**config.mk**
```make
export PLATFORM = sky130hd
export DESIGN_NAME = qudc_counter
export DESIGN_NICKNAME = d
export VERILOG_FILES = /design/src/qudc_pkg.sv /design/src/qudc_counter.sv
export SDC_FILE = /design/constraint.sdc
export NUM_CORES = 1
export LEC_CHECK = 0
export ABC_AREA = 1
export BUFFER_PORTS_ARGS = -buffer_cell sky130_fd_sc_hd__clkbuf_2
export CAP_MARGIN = 20
export CORE_ASPECT_RATIO = 1.2
export CORE_MARGIN = 2
export CORE_UTILIZATION = 60
export DETAILED_ROUTE_END_ITERATION = 6
export GPL_TIMING_DRIVEN = 1
export PLACE_DENSITY_LB_ADDON = 0.25
export REMOVE_ABC_BUFFERS = 1
export SLEW_MARGIN = 40
export SYNTH_ARGS = -nofsm -noshare
export SYNTH_HDL_FRONTEND = slang
export SYNTH_SLANG_ARGS = --single-unit
```
**constraint.sdc**
```tcl
create_clock -name hclk -period 4.5 [get_ports hclk]
set_input_delay 1.35 -clock hclk [delete_from_list [all_inputs] [get_ports hclk]]
set_output_delay 1.35 -clock hclk [all_outputs]
set_load 0.1 [all_outputs]
```
**src/qudc_pkg.sv**
```systemverilog
/*
  Package of the quadrature up/down counter: register offsets, field
  positions, reset values, modes and timing constants.
  Assumes a 32-bit AHB-Lite register bus with one word per register.
*/
package qudc_pkg;

  // Register byte offsets
  localparam logic [7:0] QUDC_CONFIG_OFS  = 8'h00; // Mode, enables, zero action
  localparam logic [7:0] QUDC_DEBOUNCE_OFS = 8'h04; // Debounce length in cycles
  localparam logic [7:0] QUDC_COUNT_OFS   = 8'h08; // Count value, read/write
  localparam logic [7:0] QUDC_MAX_OFS     = 8'h0C; // Upper boundary
  localparam logic [7:0] QUDC_MIN_OFS     = 8'h10; // Lower boundary
  localparam logic [7:0] QUDC_STATUS_OFS  = 8'h14; // Sticky event bits, read only
  localparam logic [7:0] QUDC_CLEAR_OFS   = 8'h18; // Write one to clear, write only
  localparam logic [7:0] QUDC_IRQEN_OFS   = 8'h1C; // Interrupt enable
  localparam logic [7:0] QUDC_INPUTS_OFS  = 8'h20; // Filtered input levels

  // Config field positions
  localparam int QUDC_CFG_EN_BIT     = 0;  // Counter enable
  localparam int QUDC_CFG_MODE_LSB   = 1;  // Mode field, 3 bits
  localparam int QUDC_CFG_AUTOZ_BIT  = 4;  // Zero the count on boundary exceed
  localparam int QUDC_CFG_ZMRK_BIT   = 5;  // Zero the count on zero marker edge
  localparam int QUDC_CFG_INVDIR_BIT = 6;  // Invert counting direction

  // Status bit positions
  localparam int QUDC_ST_UP_BIT   = 0; // Counted up
  localparam int QUDC_ST_DOWN_BIT = 1; // Counted down
  localparam int QUDC_ST_MAX_BIT  = 2; // Upper boundary exceeded
  localparam int QUDC_ST_MIN_BIT  = 3; // Lower boundary exceeded
  localparam int QUDC_ST_ZERO_BIT = 4; // Zero marker edge seen
  localparam int QUDC_ST_W        = 5; // Number of status bits

  // Reset values
  localparam logic [31:0] QUDC_CONFIG_RST   = 32'h0000_0000;
  localparam logic [31:0] QUDC_DEBOUNCE_RST = 32'h0000_0004;
  localparam logic [31:0] QUDC_MAX_RST      = 32'h7FFF_FFFF;
  localparam logic [31:0] QUDC_MIN_RST      = 32'h8000_0000;

  // Counting modes
  typedef enum logic [2:0] {
    QUDC_QUAD   = 3'b000, // Quadrature decode
    QUDC_BIN    = 3'b001, // 2-bit binary code decode
    QUDC_UDCNT  = 3'b010, // Up edge on a, down edge on b
    QUDC_DIRCNT = 3'b011  // Edge on a counts, level of b is direction
  } qudc_mode_t;

  // Timing: clock figures and the shortest debounce
  localparam int QUDC_CLK_HZ       = 20_000_000; // System clock rate
  localparam int QUDC_DEB_MIN_NS   = 100;        // Least stable time
  localparam int QUDC_DEB_MIN_CYC  = (QUDC_DEB_MIN_NS * (QUDC_CLK_HZ / 1_000_000) + 999) / 1000;

endpackage : qudc_pkg

```
**src/qudc_counter.sv**
```systemverilog
/*
  Quadrature up/down counter with debounced inputs, boundary compare,
  auto-zero, zero marker and an AHB-Lite register slave.
  Assumes pins asynchronous to hclk and a single-word AHB-Lite master.
  Limitation: a pin level that stands for fewer cycles than the
  debounce setting is lost; no count is guessed for it.
*/
`timescale 1ns/1ps

module qudc_counter
  import qudc_pkg::*;
#(
  parameter int DEB_W = 16 // Width of debounce counter
) (
  input  wire logic        hclk,           // System clock
  input  wire logic        hresetn,        // Asynchronous reset, active low
  input  wire logic        hsel,           // Slave select
  input  wire logic [31:0] haddr,          // Address
  input  wire logic [1:0]  htrans,         // Transfer type
  input  wire logic        hwrite,         // Write flag
  input  wire logic [2:0]  hsize,          // Transfer size
  input  wire logic [31:0] hwdata,         // Write data
  input  wire logic        hready,         // Bus ready in
  output logic      [31:0] hrdata,         // Read data
  output logic             hreadyout,      // Slave ready
  output logic             hresp,          // Always OKAY
  input  wire logic        pin_a,          // Counter input a
  input  wire logic        pin_b,          // Counter input b
  input  wire logic        pin_zero,       // Zero marker or push button
  output logic             count_up_evt,   // Up event to interval timer
  output logic             count_down_evt, // Down event to interval timer
  output logic             irq             // Level interrupt
);

  // Elaboration check: the stability counter must fit the register word
  // and hold at least the smallest useful count
  // Widths outside this range are refused before any logic is built
  if (DEB_W < 2 || DEB_W > 32) begin : g_deb_w_check
    $error("DEB_W out of range");
  end

  // Register state
  // Software visible state; config, debounce and bounds reset to the package values, count, status and enables to zero
  logic [31:0]          config_reg;     // Configuration
  logic [DEB_W-1:0]     debounce_reg;   // Debounce length
  logic [31:0]          count;          // Position count
  logic [31:0]          max_bound;      // Upper boundary
  logic [31:0]          min_bound;      // Lower boundary
  logic [QUDC_ST_W-1:0] status;         // Sticky events
  logic [QUDC_ST_W-1:0] irq_en;         // Interrupt enables

  // Bus pipeline
  // Held from the address phase into the data phase
  logic       ph_valid;  // Data phase pending
  logic       ph_write;  // Pending phase is a write
  logic [7:0] ph_addr;   // Pending address

  // Input synchronisers and filters
  // Index 0 is pin a, 1 is pin b, 2 is the zero pin
  logic [2:0] sync1;     // First stage
  logic [2:0] sync2;     // Second stage
  logic [2:0] filt;      // Debounced levels
  logic [2:0] filt_d;    // Previous debounced levels
  logic [DEB_W-1:0] stab_cnt [3]; // Stable time per input

  // Decoded controls
  // Combinational, settled well before each edge
  logic       enable;    // Counter enabled
  qudc_mode_t mode;      // Counting mode
  logic       up_step;   // Count up this cycle
  logic       dn_step;   // Count down this cycle
  logic       zero_edge; // Rising edge of zero marker
  logic       over_max;  // Count above upper bound
  logic       under_min; // Count below lower bound
  logic       wr_cfg;    // Bus write strobe
  logic [QUDC_ST_W-1:0] set_ev;  // Events this cycle
  logic [QUDC_ST_W-1:0] clr_req; // Clear request this cycle

  // Signed step of a 2-bit code change: +1, -1 or none
  // Gray codes are turned to binary first, so both decoders share one
  // subtraction; a jump of two is ambiguous and counts nothing
  function automatic logic [1:0] qudc_step(input logic [1:0] prev, input logic [1:0] cur, input logic gray);
    logic [1:0] p;
    logic [1:0] c;
    logic [1:0] d;
    p = gray ? {prev[1], prev[1] ^ prev[0]} : prev;
    c = gray ? {cur[1], cur[1] ^ cur[0]} : cur;
    d = c - p;
    if (d == 2'd1) begin
      qudc_step = 2'b01;   // Up
    end else if (d == 2'd3) begin
      qudc_step = 2'b10;   // Down
    end else begin
      qudc_step = 2'b00;   // No move or illegal jump
    end
  endfunction

  // Config fields used by the decoders
  assign enable = config_reg[QUDC_CFG_EN_BIT];
  assign mode   = qudc_mode_t'(config_reg[QUDC_CFG_MODE_LSB +: 3]);

  // Two-flop synchronisers on all pins
  // Only the second stage reads the first, so a metastable first stage
  // never reaches the filters
  always_ff @(posedge hclk or negedge hresetn) begin
    if (!hresetn) begin
      sync1 <= 3'h0;
      sync2 <= 3'h0;
    end else begin
      sync1 <= {pin_zero, pin_b, pin_a};
      sync2 <= sync1;
    end
  end

  // Debounce filters: new level taken after stable time
  // Each input has its own stability counter. A pin that returns to the
  // filtered level restarts the count, so glitches shorter than the
  // setting never reach the decoders. A setting of zero or one takes
  // a new level after one cycle.
  always_ff @(posedge hclk or negedge hresetn) begin
    if (!hresetn) begin
      filt <= 3'h0;
      for (int i = 0; i < 3; i++) begin
        stab_cnt[i] <= '0;
      end
    end else begin
      for (int i = 0; i < 3; i++) begin
        if (sync2[i] == filt[i]) begin
          stab_cnt[i] <= '0;
        end else if (stab_cnt[i] + 1'b1 >= debounce_reg) begin
          filt[i]     <= sync2[i];
          stab_cnt[i] <= '0;
        end else begin
          stab_cnt[i] <= stab_cnt[i] + 1'b1;
        end
      end
    end
  end

  // Previous filtered levels for edge detection
  // Reset value equals the idle level of the filters, so no false edge
  // follows the release of reset
  always_ff @(posedge hclk or negedge hresetn) begin
    if (!hresetn) begin
      filt_d <= 3'h0;
    end else begin
      filt_d <= filt;
    end
  end

  // Mode decode into up and down steps
  // Only filtered levels are decoded; the invert bit swaps the result
  // after decoding so every mode honours it the same way. Unused mode
  // codes count nothing.
  always_comb begin
    logic [1:0] st;
    logic       u;
    logic       d;
    st = qudc_step(filt_d[1:0], filt[1:0], mode == QUDC_QUAD);
    u  = 1'b0;
    d  = 1'b0;
    case (mode)
      QUDC_QUAD, QUDC_BIN: begin
        u = st[0];
        d = st[1];
      end
      QUDC_UDCNT: begin
        u = filt[0] & ~filt_d[0];
        d = filt[1] & ~filt_d[1];
      end
      QUDC_DIRCNT: begin
        u = filt[0] & ~filt_d[0] & ~filt[1];
        d = filt[0] & ~filt_d[0] & filt[1];
      end
      default: begin
        u = 1'b0;
        d = 1'b0;
      end
    endcase
    if (config_reg[QUDC_CFG_INVDIR_BIT]) begin
      up_step = enable & d;
      dn_step = enable & u;
    end else begin
      up_step = enable & u;
      dn_step = enable & d;
    end
  end

  // Boundary compare is signed; the flags stand as long as the count
  // lies outside the window, not only on the crossing step
  assign zero_edge = filt[2] & ~filt_d[2];
  assign over_max  = $signed(count) > $signed(max_bound);
  assign under_min = $signed(count) < $signed(min_bound);

  // Count update: bus write, zero marker, auto-zero, steps
  // Software load beats everything so a written value is never lost.
  // Auto-zero acts one cycle after the bound is passed, so the count
  // is briefly seen outside the window and the status bit records it.
  // A step in a zeroing cycle is dropped.
  always_ff @(posedge hclk or negedge hresetn) begin
    if (!hresetn) begin
      count <= 32'h0000_0000;
    end else if (wr_cfg && ph_addr == QUDC_COUNT_OFS) begin
      count <= hwdata;                                   // Software load
    end else if (enable && zero_edge && config_reg[QUDC_CFG_ZMRK_BIT]) begin
      count <= 32'h0000_0000;
    end else if (config_reg[QUDC_CFG_AUTOZ_BIT] && (over_max || under_min)) begin
      count <= 32'h0000_0000;
    end else if (up_step) begin
      count <= count + 32'h0000_0001;
    end else if (dn_step) begin
      count <= count - 32'h0000_0001;
    end
  end

  // Event pulses to the interval timer
  // Registered, so each pulse leaves on the edge that moves the count
  // and the timer sees exactly one pulse per step
  always_ff @(posedge hclk or negedge hresetn) begin
    if (!hresetn) begin
      count_up_evt   <= 1'b0;
      count_down_evt <= 1'b0;
    end else begin
      count_up_evt   <= up_step;
      count_down_evt <= dn_step;
    end
  end

  // Events and clears
  // Clear bits come from the write-one-to-clear word in its data phase;
  // writing zero bits leaves those status bits alone
  always_comb begin
    set_ev = '0;
    set_ev[QUDC_ST_UP_BIT]   = up_step;
    set_ev[QUDC_ST_DOWN_BIT] = dn_step;
    set_ev[QUDC_ST_MAX_BIT]  = over_max;
    set_ev[QUDC_ST_MIN_BIT]  = under_min;
    set_ev[QUDC_ST_ZERO_BIT] = enable & zero_edge;
    clr_req = (wr_cfg && ph_addr == QUDC_CLEAR_OFS) ? hwdata[QUDC_ST_W-1:0] : '0;
  end

  // Sticky status: a set in the clearing cycle wins
  // An event that meets a clear is kept, so software never loses one;
  // a bound that is still exceeded sets its bit again at once
  always_ff @(posedge hclk or negedge hresetn) begin
    if (!hresetn) begin
      status <= '0;
    end else begin
      status <= (status & ~clr_req) | set_ev;
    end
  end

  // Level interrupt from enabled status bits
  // Built from the next status, so the output follows a set or clear
  // on the same edge as the status itself
  always_ff @(posedge hclk or negedge hresetn) begin
    if (!hresetn) begin
      irq <= 1'b0;
    end else begin
      irq <= |(((status & ~clr_req) | set_ev) & irq_en);
    end
  end

  // AHB-Lite address phase capture
  // hreadyout is tied high, so every transfer ends after one data phase.
  // Only the low address byte is decoded; higher bits alias.
  // hsize is not checked: every register is one whole word.
  always_ff @(posedge hclk or negedge hresetn) begin
    if (!hresetn) begin
      ph_valid <= 1'b0;
      ph_write <= 1'b0;
      ph_addr  <= 8'h00;
    end else if (hready) begin
      ph_valid <= hsel & htrans[1];
      ph_write <= hwrite;
      ph_addr  <= haddr[7:0];
    end
  end

  assign wr_cfg    = ph_valid & ph_write;
  assign hreadyout = 1'b1;
  assign hresp     = 1'b0;

  // Writable registers
  // Writes land at the end of the data phase, while hwdata stands;
  // read-only and unmapped places ignore writes
  always_ff @(posedge hclk or negedge hresetn) begin
    if (!hresetn) begin
      config_reg   <= QUDC_CONFIG_RST;
      debounce_reg <= QUDC_DEBOUNCE_RST[DEB_W-1:0];
      max_bound    <= QUDC_MAX_RST;
      min_bound    <= QUDC_MIN_RST;
      irq_en       <= '0;
    end else if (wr_cfg) begin
      if (ph_addr == QUDC_CONFIG_OFS) begin
        config_reg <= hwdata;
      end else if (ph_addr == QUDC_DEBOUNCE_OFS) begin
        debounce_reg <= hwdata[DEB_W-1:0];
      end else if (ph_addr == QUDC_MAX_OFS) begin
        max_bound <= hwdata;
      end else if (ph_addr == QUDC_MIN_OFS) begin
        min_bound <= hwdata;
      end else if (ph_addr == QUDC_IRQEN_OFS) begin
        irq_en <= hwdata[QUDC_ST_W-1:0];
      end
    end
  end

  // Read data, registered at the address phase
  // hrdata then stands through the whole data phase; the clear
  // register and unmapped places read as zero
  always_ff @(posedge hclk or negedge hresetn) begin
    if (!hresetn) begin
      hrdata <= 32'h0000_0000;
    end else if (hready && hsel && htrans[1] && !hwrite) begin
      if (haddr[7:0] == QUDC_CONFIG_OFS) begin
        hrdata <= config_reg;
      end else if (haddr[7:0] == QUDC_DEBOUNCE_OFS) begin
        hrdata <= 32'(debounce_reg);
      end else if (haddr[7:0] == QUDC_COUNT_OFS) begin
        hrdata <= count;
      end else if (haddr[7:0] == QUDC_MAX_OFS) begin
        hrdata <= max_bound;
      end else if (haddr[7:0] == QUDC_MIN_OFS) begin
        hrdata <= min_bound;
      end else if (haddr[7:0] == QUDC_STATUS_OFS) begin
        hrdata <= 32'(status);
      end else if (haddr[7:0] == QUDC_IRQEN_OFS) begin
        hrdata <= 32'(irq_en);
      end else if (haddr[7:0] == QUDC_INPUTS_OFS) begin
        hrdata <= {29'h0, filt};
      end else begin
        hrdata <= 32'h0000_0000;                         // Unmapped reads zero
      end
    end
  end

endmodule // qudc_counter

```
==> results of run 1 <==
per-layer routing:
metal  share of wire (%)  up-vias  track usage [%]  routed length (um)
met1                  40     7063            37.31               17840
met3                 5.0      128            3.446                2251
li1                    -     7274                -                   -
met2                  51      432            57.77               22790
met4                 4.3        0            12.88                1935
met5                   0        -                0                   0
layout by cell type, fill, tap and decap left out, types with 3 or more instances in the layout:
cell type  count
nor2_1       154
o21a_1         8
o211ai_1       4
nand2_1      559
o2111ai_1      7
nor4_1         4
ha_4           4
clkbuf_16     29
or2_2          6
a21oi_2        5
inv_1        264
clkbuf_8       6
inv_2          3
nor3_1        32
o22ai_1        9
a221oi_1      12
clkinv_2       5
clkbuf_1      10
nand3b_1       3
o21ai_1        6
o221ai_1       4
nand3_1       94
a21o_1         4
nor3_2         4
a31oi_1        6
xor2_1        32
ha_1         146
buf_4         24
dfrtp_1      226
buf_12         3
xnor2_1       15
dfstp_2       33
a21oi_1      137
nor2_2         7
clkbuf_2      82
nand2_2       36
o21ai_0      220
o21bai_1       7
nand4_1       24
through the flow:
step | setup slack, ns | instances | hold slack, ns | utilization, % | setup TNS (ns)
floorplan | 0.4912 | 2103 | 0.3312 | - | 0
global placement | 0.2235 | 2551 | 0.3439 | 63.64 | 0
detailed placement | 0.1472 | 2551 | 0.3378 | 63.66 | 0
CTS | 0.1323 | 2604 | 0.3650 | 67.13 | 0
global route | -0.09306 | 2607 | 0.3654 | 67.68 | -0.2744
finish | 0.2580 | 2607 | 0.3600 | 67.68 | 0
final cells by class:
class / instances / area (um2) / area share (%)
clock buffer: 45 / 845.8 / 4.600
clock inverter: 8 / 96.34 / 0.5239
inverter: 270 / 1016 / 5.525
multi-input combinational: 1574 / 8790 / 47.80
sequential: 259 / 6523 / 35.47
tap: 340 / 425.4 / 2.313
timing repair buffer: 111 / 693.2 / 3.769
power by group:
part / leakage, nW / switching [W] / internal [W]
Combinational: 7.22 / 0.00171 / 0.000830
Clock: 0.466 / 0.000963 / 0.00140
Sequential: 2.99 / 0.000176 / 0.00252
final timing paths:
path                            endpoint  slack, ns  cells after the start
min in group asynchronous     ph_addr[2]       0.66                      1
max reg2reg                    count[31]       0.26                     28
min reg2reg                     sync2[1]       0.36                      0
min                             sync2[1]       0.36                      0
max in group asynchronous  max_bound[27]       2.81                      3
max                            count[31]       0.26                     28
kinds of logic after synthesis:
group	after synthesis	share of synthesized area, %
xor gates and xnor gates	47	2.486
DFF	259	39.39
other	2	0.04535
buffers and inverters	335	8.214
and+or+nand+nor	936	23.95
adders and majority gates	153	11.61
AOI/OAI and AO/OA	436	14.31
timing repair:
action | in CTS | in global routing
buffers inserted | 0 | 2
endpoints found under the setup margin | 0 | 14
endpoints found under the hold margin | 0 | 0
resized for setup | 0 | 23
==> flow_summary_export.csv, run 1 <==
group,metric,value,unit
drt,routed_wl,44820,um
synth,synth-seq-area-share,39.39,%
cells_and_area,syn_to_final_growth,11.05,%
drt,first_pass_iters,5,
timing,setup_violations,0,
synth,synth_edf_count,0,
timing,rsz0062_at_grt,"yes",
cells_and_area,nets,2475,
critical_path,cpPeakStageDelay,0.42,ns
power_and_ir_drop,ir_drop,0.3504,mV
timing,worst_pin_slew,0.8313,ns
critical_path,path_delay_family,"simple AND/OR/NAND/NOR gates",
floorplan,coreArea,27170,um2
drt,vias_per_cell,5.714,
critical_path,crit_slowest_cell,"dfrtp_1",
critical_path,rr_startpoint,"config_reg[3]",
cells_and_area,n_antenna_cell,0,
synth,syn-instance-count,2168,
critical_path,path_buf_inv,3,
power_and_ir_drop,p_total,0.007606,W
clocking,path_clk_slew,0.06,ns
cells_and_area,fin_area,18390,um2
min_path,min-delay-start,"sync1[1]",
timing,drv_slew,0,
cells_and_area,nFillCells,2265,
timing,relSlewSlack,44.52,%
global_route,grt_first_pass_wirelength,72390,um
flow_run,maxCapViolCount,0,
floorplan,start_util,60.95,%
drt,drc,0,
clocking,ctsHtreeMaxLevel,1,
clocking,cts_buffers,29,
global_route,grt_antenna_before_repair,0,
timing,final_hold_viol_count,0,
placed_design,io_buffers,83,
placed_design,place_area,17300,um2
critical_path,crit_type,"reg2reg",
floorplan,die_h,186.0,um
placed_design,routabilityCongestion,0.9194,
cells_and_area,largest_register,"stab_cnt",
critical_path,crit_path_frequent_cell,"nand2_1",
synth,synthTopCellsByCount,"562 x nand2_1, 266 x inv_1, 226 x dfrtp_1",
timing,fmax,0.2357,GHz
placed_design,place_hpwl,32620,um
clocking,cts.sinks,259,
synth,yosysTopAreaCell,"dfrtp_1",
drt,drt_iter0_markers,1050,
floorplan,fp-row-count,66,
floorplan,die-area,28950,um2
drt,ant_nets,0,
power_and_ir_drop,p_leak,10.68,nW
floorplan,pin_count,114,
timing,clock_skew,0.01649,ns
synth,ys.warnings.count,0,
synth,synthTopCellsByArea,"dfrtp_1 34%, nand2_1 13%, ha_1 11%",
clocking,cts_hold_buffers,0,
critical_path,cp.arrival,4.73,ns
synth,synth_most_common_cell,"nand2_1",
timing,finalCriticalPeriod,4.242,ns
cells_and_area,drive_above_1_share,11.78,%
drt,route.vias.total,14900,
global_route,grt_start_max_net_pins,102,
cells_and_area,largest_reg_flops,48,
min_path,hold_path_class,"reg2reg",
outcome,status,"complete, no violations",
global_route,grt.overflow.total,0,
clocking,clock_path_buffers,3,
synth,syn_area_per_cell,7.638,um2
synth,yosysTopAreaCellShare,34.15,%
synth,synth_area,16560,um2
power_and_ir_drop,p_per_area,413.6,nW/um2
clocking,cts_tree,"yes",
clocking,clockRootBuffer,"clkbuf_16",
critical_path,cp_max_fo,39,
floorplan,fp.dieW,155.7,um
critical_path,end_kind,"flop",
synth,synth_seq_cells,259,
timing,period_share,94.27,%
synth,yosys.cell_types.count,53,
global_route,grt_use_total,31.38,%
global_route,grt_pass1_vias,14480,
synth,synth_ff_type,"dfrtp_1",
critical_path,worst_ep_required_time,4.99,ns
drt,wl_per_cell,17.19,um
clocking,clock_latency,0.55,ns
critical_path,cp-start-kind,"flop",
synth,async_reset_ff_share,100.0,%
critical_path,startpoint,"config_reg[3]",
(Power assumes the default switching activity.)
==> inputs of run 2 (changes only) <==
CTS_BUF_LIST = sky130_fd_sc_hd__clkbuf_4   (was default)
PLACE_DENSITY = 0.76   (was default)
PLACE_DENSITY_LB_ADDON = default   (was 0.25)
==> run 2 against run 1 <==
- sequential power is essentially flat
- final cell count grew 2.7%
- count of clock-buffer cells in the layout grew 67
- register-to-register slack gained 0.05 ns
- non-clock buffer count shrank 2
- global-route usage is essentially flat
- utilization grew 0.10 points
- clock power is essentially flat
- combinational power shrank 3%
- hold slack gained 0.00090 ns
- sequential cell count is the same
- design area grew 0.15%
- highest routed layer unchanged
==> flow_summary_export.csv, run 2 (synthesized netlist as in run 1, its figures left out) <==
group,metric,value,unit
outcome,status,"complete, no violations",
timing,relSlewSlack,51.83,%
drt,first_pass_iters,5,
clocking,ctsHtreeMaxLevel,3,
timing,drv_slew,0,
global_route,grt_start_max_net_pins,104,
drt,ant_nets,0,
drt,vias_per_cell,5.551,
critical_path,crit_chain,"or2_2, nor2_1, nand2_1, xor2_1, ha_1, nor2_1, nand3_1, nand2_1, nand3_1, nand2_2, inv_1, buf_12, ha_1, nand2_1, or2_1, nand3_2, a21oi_2, o21bai_1, o21ai_0, nor2_1, nand2_2, nand2_1, nand2_1, nand2_1",
placed_design,routabilityCongestion,0.9554,
min_path,hold_path_class,"reg2reg",
critical_path,end_kind,"flop",
drt,routed_wl,44140,um
cells_and_area,nFillCells,2329,
clocking,cts_buffers,68,
critical_path,crit_type,"reg2reg",
critical_path,rr_endpoint,"count[19]",
clocking,path_clk_slew,0.08,ns
critical_path,crit_slowest_cell,"ha_1",
timing,worst_pin_slew,0.7199,ns
cells_and_area,layout_common_cells,"561 x nand2_1, 264 x inv_1, 226 x dfrtp_1, 218 x o21ai_0, 156 x nor2_1",
timing,fmax,0.2385,GHz
timing,setup_violations,0,
global_route,grt_antenna_before_repair,1,
critical_path,rr_startpoint,"config_reg[2]",
global_route,grt.overflow.total,0,
global_route,grt_pass1_vias,14780,
cells_and_area,final_util,67.79,%
floorplan,die_h,186.0,um
cells_and_area,largest_reg_flops,48,
timing,fin_tns_setup,0,ns
timing,period_share,93.17,%
power_and_ir_drop,ir_drop,0.2423,mV
critical_path,cp_max_fo,39,
cells_and_area,largest_register,"stab_cnt",
floorplan,die-area,28950,um2
placed_design,place_hpwl,32930,um
timing,final_hold_viol_count,0,
critical_path,cpPeakStageDelay,0.41,ns
clocking,clockRootBuffer,"clkbuf_4",
critical_path,crit_path_frequent_cell,"nand2_1",
drt,route.vias.total,14860,
critical_path,cp.arrival,4.81,ns
drt,drt_iter0_markers,849,
clocking,clock_path_buffers,3,
drt,drc,0,
floorplan,coreArea,27170,um2
placed_design,io_buffers,83,
critical_path,rrSetupSlack,0.31,ns
clocking,clock_latency,0.73,ns
global_route,grt_use_total,31.39,%
critical_path,path_buf_inv,2,
floorplan,fp.dieW,155.7,um
global_route,grt_first_pass_wirelength,71840,um
drt,wl_per_cell,16.49,um
power_and_ir_drop,p_leak,10.79,nW
timing,finalCriticalPeriod,4.193,ns
critical_path,crit_end,"count[19]",
cells_and_area,drive_above_1_share,14.35,%
cells_and_area,syn_to_final_growth,11.22,%
critical_path,worst_ep_required_time,5.12,ns
critical_path,rr_worst_depth,24,
floorplan,start_util,60.95,%
cells_and_area,final_common_cell,"nand2_1",
floorplan,pin_count,114,
power_and_ir_drop,p_per_area,407.9,nW/um2
floorplan,fp-row-count,66,
timing,clock_skew,0.05103,ns
clocking,cts.sinks,259,
clocking,cts_hold_buffers,0,
timing,rsz0062_at_grt,"no",
critical_path,worstSetupPathDepth,24,
critical_path,startpoint,"config_reg[2]",
cells_and_area,nets,2512,
flow_run,maxCapViolCount,0,
critical_path,path_delay_family,"simple AND/OR/NAND/NOR gates",
clocking,cts_tree,"yes",
critical_path,cp-start-kind,"flop",
[run 2: repair_timing]
action	CTS	global route
endpoints found under the setup margin	0	16
setup buffers	0	2
resized for setup	0	19
[run 2: report_power, final]
part	total, W	switching [W]	leakage [nW]	internal, W
logic	0.00247	0.00166	7.22	0.000810
registers	0.00270	0.000175	2.99	0.00252
clock network	0.00234	0.000993	0.580	0.00135
[run 2: per-stage QoR]
step / instance area (um2) / instances / total power, W / hold slack (ns) / setup slack, ns
after global routing: 18420 / 2677 / 0.008027 / 0.3654 / 0.005529
after CTS: 18280 / 2672 / 0.007475 / 0.3627 / 0.1901
after floorplan: 16210 / 2103 / 0.004483 / 0.3312 / 0.4912
after global placement: 17280 / 2549 / 0.005067 / 0.3454 / 0.3412
final: 18420 / 2677 / 0.007512 / 0.3609 / 0.3072
after detailed placement: 17280 / 2549 / 0.005114 / 0.3378 / 0.2428
[run 2: metal layers]
metal  up-vias  track usage, %  share of wire [%]
met5         -               0                  0
met4         0           16.99                4.8
met3       118           4.913                4.1
met2       363           55.72                 51
met1      6995           36.45                 40
li1       7385               -                  -
[run 2: how the worst min path moves through the flow]
stage / slack (ns) / start / to / cells past startpoint
final: 0.36 / sync1[1] / sync2[1] / 0
after detailed placement: 0.34 / sync1[1] / sync2[1] / 0
after floorplan: 0.33 / sync1[0] / sync2[0] / 0
after global routing: 0.37 / sync1[0] / sync2[0] / 0
after global placement: 0.35 / sync1[0] / sync2[0] / 0
after CTS: 0.36 / sync1[0] / sync2[0] / 0
[run 2: area by class of cell]
cell class | instances | area (um2) | area share (%)
clock inverter | 11 | 153.9 | 0.8357
multi-input combinational | 1574 | 8775 | 47.65
tap | 340 | 425.4 | 2.310
antenna | 2 | 5.005 | 0.02718
sequential | 259 | 6523 | 35.42
inverter | 270 | 1016 | 5.517
clock buffer | 112 | 840.8 | 4.566
timing repair buffer | 109 | 678.2 | 3.682
==> inputs of run 3 (changes only) <==
CAP_MARGIN = 10   (was 20)
GPL_TIMING_DRIVEN = 0   (was 1)
==> run 3 against run 2 <==
- the flow now finishes with violations (design-rule violations)
- final cell count barely moved
- utilization rose by 0.31 points
- die area did not move
- largest cell class unchanged
- combinational power barely moved
==> flow_summary_export.csv, run 3 (synthesized netlist as in run 1, its figures left out) <==
group,metric,value,unit
timing,setup_violations,0,
cells_and_area,largest_reg_flops,48,
timing,finalCriticalPeriod,4.156,ns
cells_and_area,layout_common_cells,"559 x nand2_1, 262 x inv_1, 226 x dfrtp_1, 221 x o21ai_0, 158 x nor2_1",
timing,whs,0.3024,ns
global_route,grt_use_total,32.28,%
floorplan,fp-row-count,66,
global_route,grt_first_pass_wirelength,73460,um
drt,vias_per_cell,5.607,
timing,rsz0062_at_grt,"no",
global_route,grt.overflow.total,0,
power_and_ir_drop,p_per_area,408.8,nW/um2
floorplan,fp.dieW,155.7,um
clocking,ctsHtreeMaxLevel,3,
floorplan,start_util,60.95,%
outcome,failed_checks,"design-rule violations",
drt,drc,3,
critical_path,crit_type,"reg2reg",
clocking,clock_path_buffers,3,
timing,worst_pin_slew,0.8066,ns
power_and_ir_drop,ir_drop,0.3155,mV
cells_and_area,final_common_cell,"nand2_1",
placed_design,io_buffers,83,
clocking,cts_hold_buffers,0,
timing,clock_skew,0.1031,ns
timing,relSlewSlack,46.03,%
clocking,path_clk_slew,0.06,ns
timing,final_hold_viol_count,0,
cells_and_area,syn_to_final_growth,11.73,%
cells_and_area,fin_area,18500,um2
clocking,cts_tree,"yes",
placed_design,place_hpwl,33520,um
critical_path,worst_ep_required_time,5.13,ns
timing,period_share,92.35,%
placed_design,dp.cells,2550,
floorplan,die-area,28950,um2
drt,route.vias.total,15020,
placed_design,routabilityCongestion,0.9288,
cells_and_area,nets,2512,
timing,drv_slew,0,
critical_path,cp.arrival,4.79,ns
floorplan,die_h,186.0,um
timing,fmax,0.2406,GHz
cells_and_area,largest_register,"stab_cnt",
drt,wl_per_cell,16.94,um
outcome,status,"finished, violations left",
flow_run,maxCapViolCount,0,
clocking,cts_buffers,69,
placed_design,place_area,17350,um2
clocking,clock_latency,0.77,ns
drt,first_pass_iters,7,
drt,ant_nets,0,
cells_and_area,nFillCells,2396,
power_and_ir_drop,p_leak,10.80,nW
min_path,hold_path_class,"reg2reg",
floorplan,pin_count,114,
critical_path,cp-start-kind,"flop",
critical_path,cp_max_fo,39,
clocking,cts.sinks,259,
drt,drt_iter0_markers,1088,
global_route,grt_start_max_net_pins,69,
cells_and_area,drive_above_1_share,14.59,%
global_route,grt_pass1_vias,14980,
clocking,clockRootBuffer,"clkbuf_4",
drt,routed_wl,45370,um
floorplan,coreArea,27170,um2
cells_and_area,fin_cells,2678,
global_route,grt_antenna_before_repair,1,
critical_path,end_kind,"flop",
run 3: changes by cell type in the layout (fill, tap and decap cells not counted), sizes merged:
cell	change
diode	-1
clkbuf	+3
buf	-2
clkinvlp	-1
inv	+2
run 3: cell type report:
class	count	area (um2)	share of cell area (%)
diodes	1	2.502	0.01353
clock buffers	114	855.8	4.626
clock inverters	12	166.4	0.8994
inverters	270	1025	5.539
multi-input cells	1574	8808	47.61
flip-flops and latches	259	6523	35.25
well taps	340	425.4	2.299
repair buffers	108	695.7	3.760
run 3: through the flow:
| step | TNS (ns) | total power, W | utilization (%) | setup slack (ns) |
|---|---|---|---|---|
| final | 0 | 0.007564 | 68.10 | 0.3444 |
| after global routing | 0 | 0.008072 | 68.10 | 0.01270 |
| after CTS | 0 | 0.007563 | 67.63 | 0.07466 |
| after detailed placement | -0.07097 | 0.005142 | 63.86 | -0.07097 |
| after global placement | -803.51 | 0.005071 | 62.77 | -3.225 |
| after floorplan | 0 | 0.004483 | - | 0.4912 |
run 3: power by group:
| part | switching [W] | internal [W] |
|---|---|---|
| clock network | 0.00103 | 0.00138 |
| registers | 0.000181 | 0.00252 |
| logic | 0.00167 | 0.000789 |
| total | 0.00287 | 0.00469 |
run 3: path summary, 6_finish.rpt:
check | from | end | slack (ns) | depth (start not counted)
setup / recovery | config_reg[3] | count[31] | 0.34 | 27
hold / removal | sync1[1] | sync2[1] | 0.30 | 0
setup reg to reg | config_reg[3] | count[31] | 0.34 | 27
hold reg to reg | sync1[1] | sync2[1] | 0.30 | 0
max in group asynchronous | hresetn | max_bound[29] | 2.63 | 4
min in group asynchronous | hresetn | min_bound[1] | 0.50 | 1
run 3: what timing repair did:
item                                    CTS  global route
pin swaps                                 0             1
endpoints found under the setup margin    5            18
hold endpoints to repair                  0             0
buffers inserted                          0             1
resized for setup                         1            14
run 3: routing by layer:
| layer | track usage (%) | routed length, um | vias up |
|---|---|---|---|
| met5 | 0 | 0 | - |
| met4 | 18.09 | 2362 | 0 |
| met3 | 5.588 | 2466 | 146 |
| met2 | 57.66 | 22790 | 449 |
| met1 | 36.55 | 17750 | 7043 |
| li1 | - | - | 7378 |
run 3: critical path, cell delays in order, from the launching register on:
cell and delay [ns]:
dfrtp_1 0.41, or2_2 0.29, nor2_1 0.13, nand2_1 0.08
xor2_1 0.15, ha_1 0.29, nor2_1 0.14, nand3_1 0.09
nand2_1 0.12, nand3_2 0.13, nand2_4 0.13, inv_8 0.12
ha_1 0.34, nand2_1 0.11, or2_1 0.24, nand3_1 0.19
nand2_1 0.10, nand2_1 0.14, nand2_1 0.07, nand2_1 0.15
inv_1 0.06, nand2_1 0.07, nand2_1 0.06, nor2_1 0.13
nand2_1 0.11, nand2_1 0.09, nand2_1 0.04, nand2_1 0.08
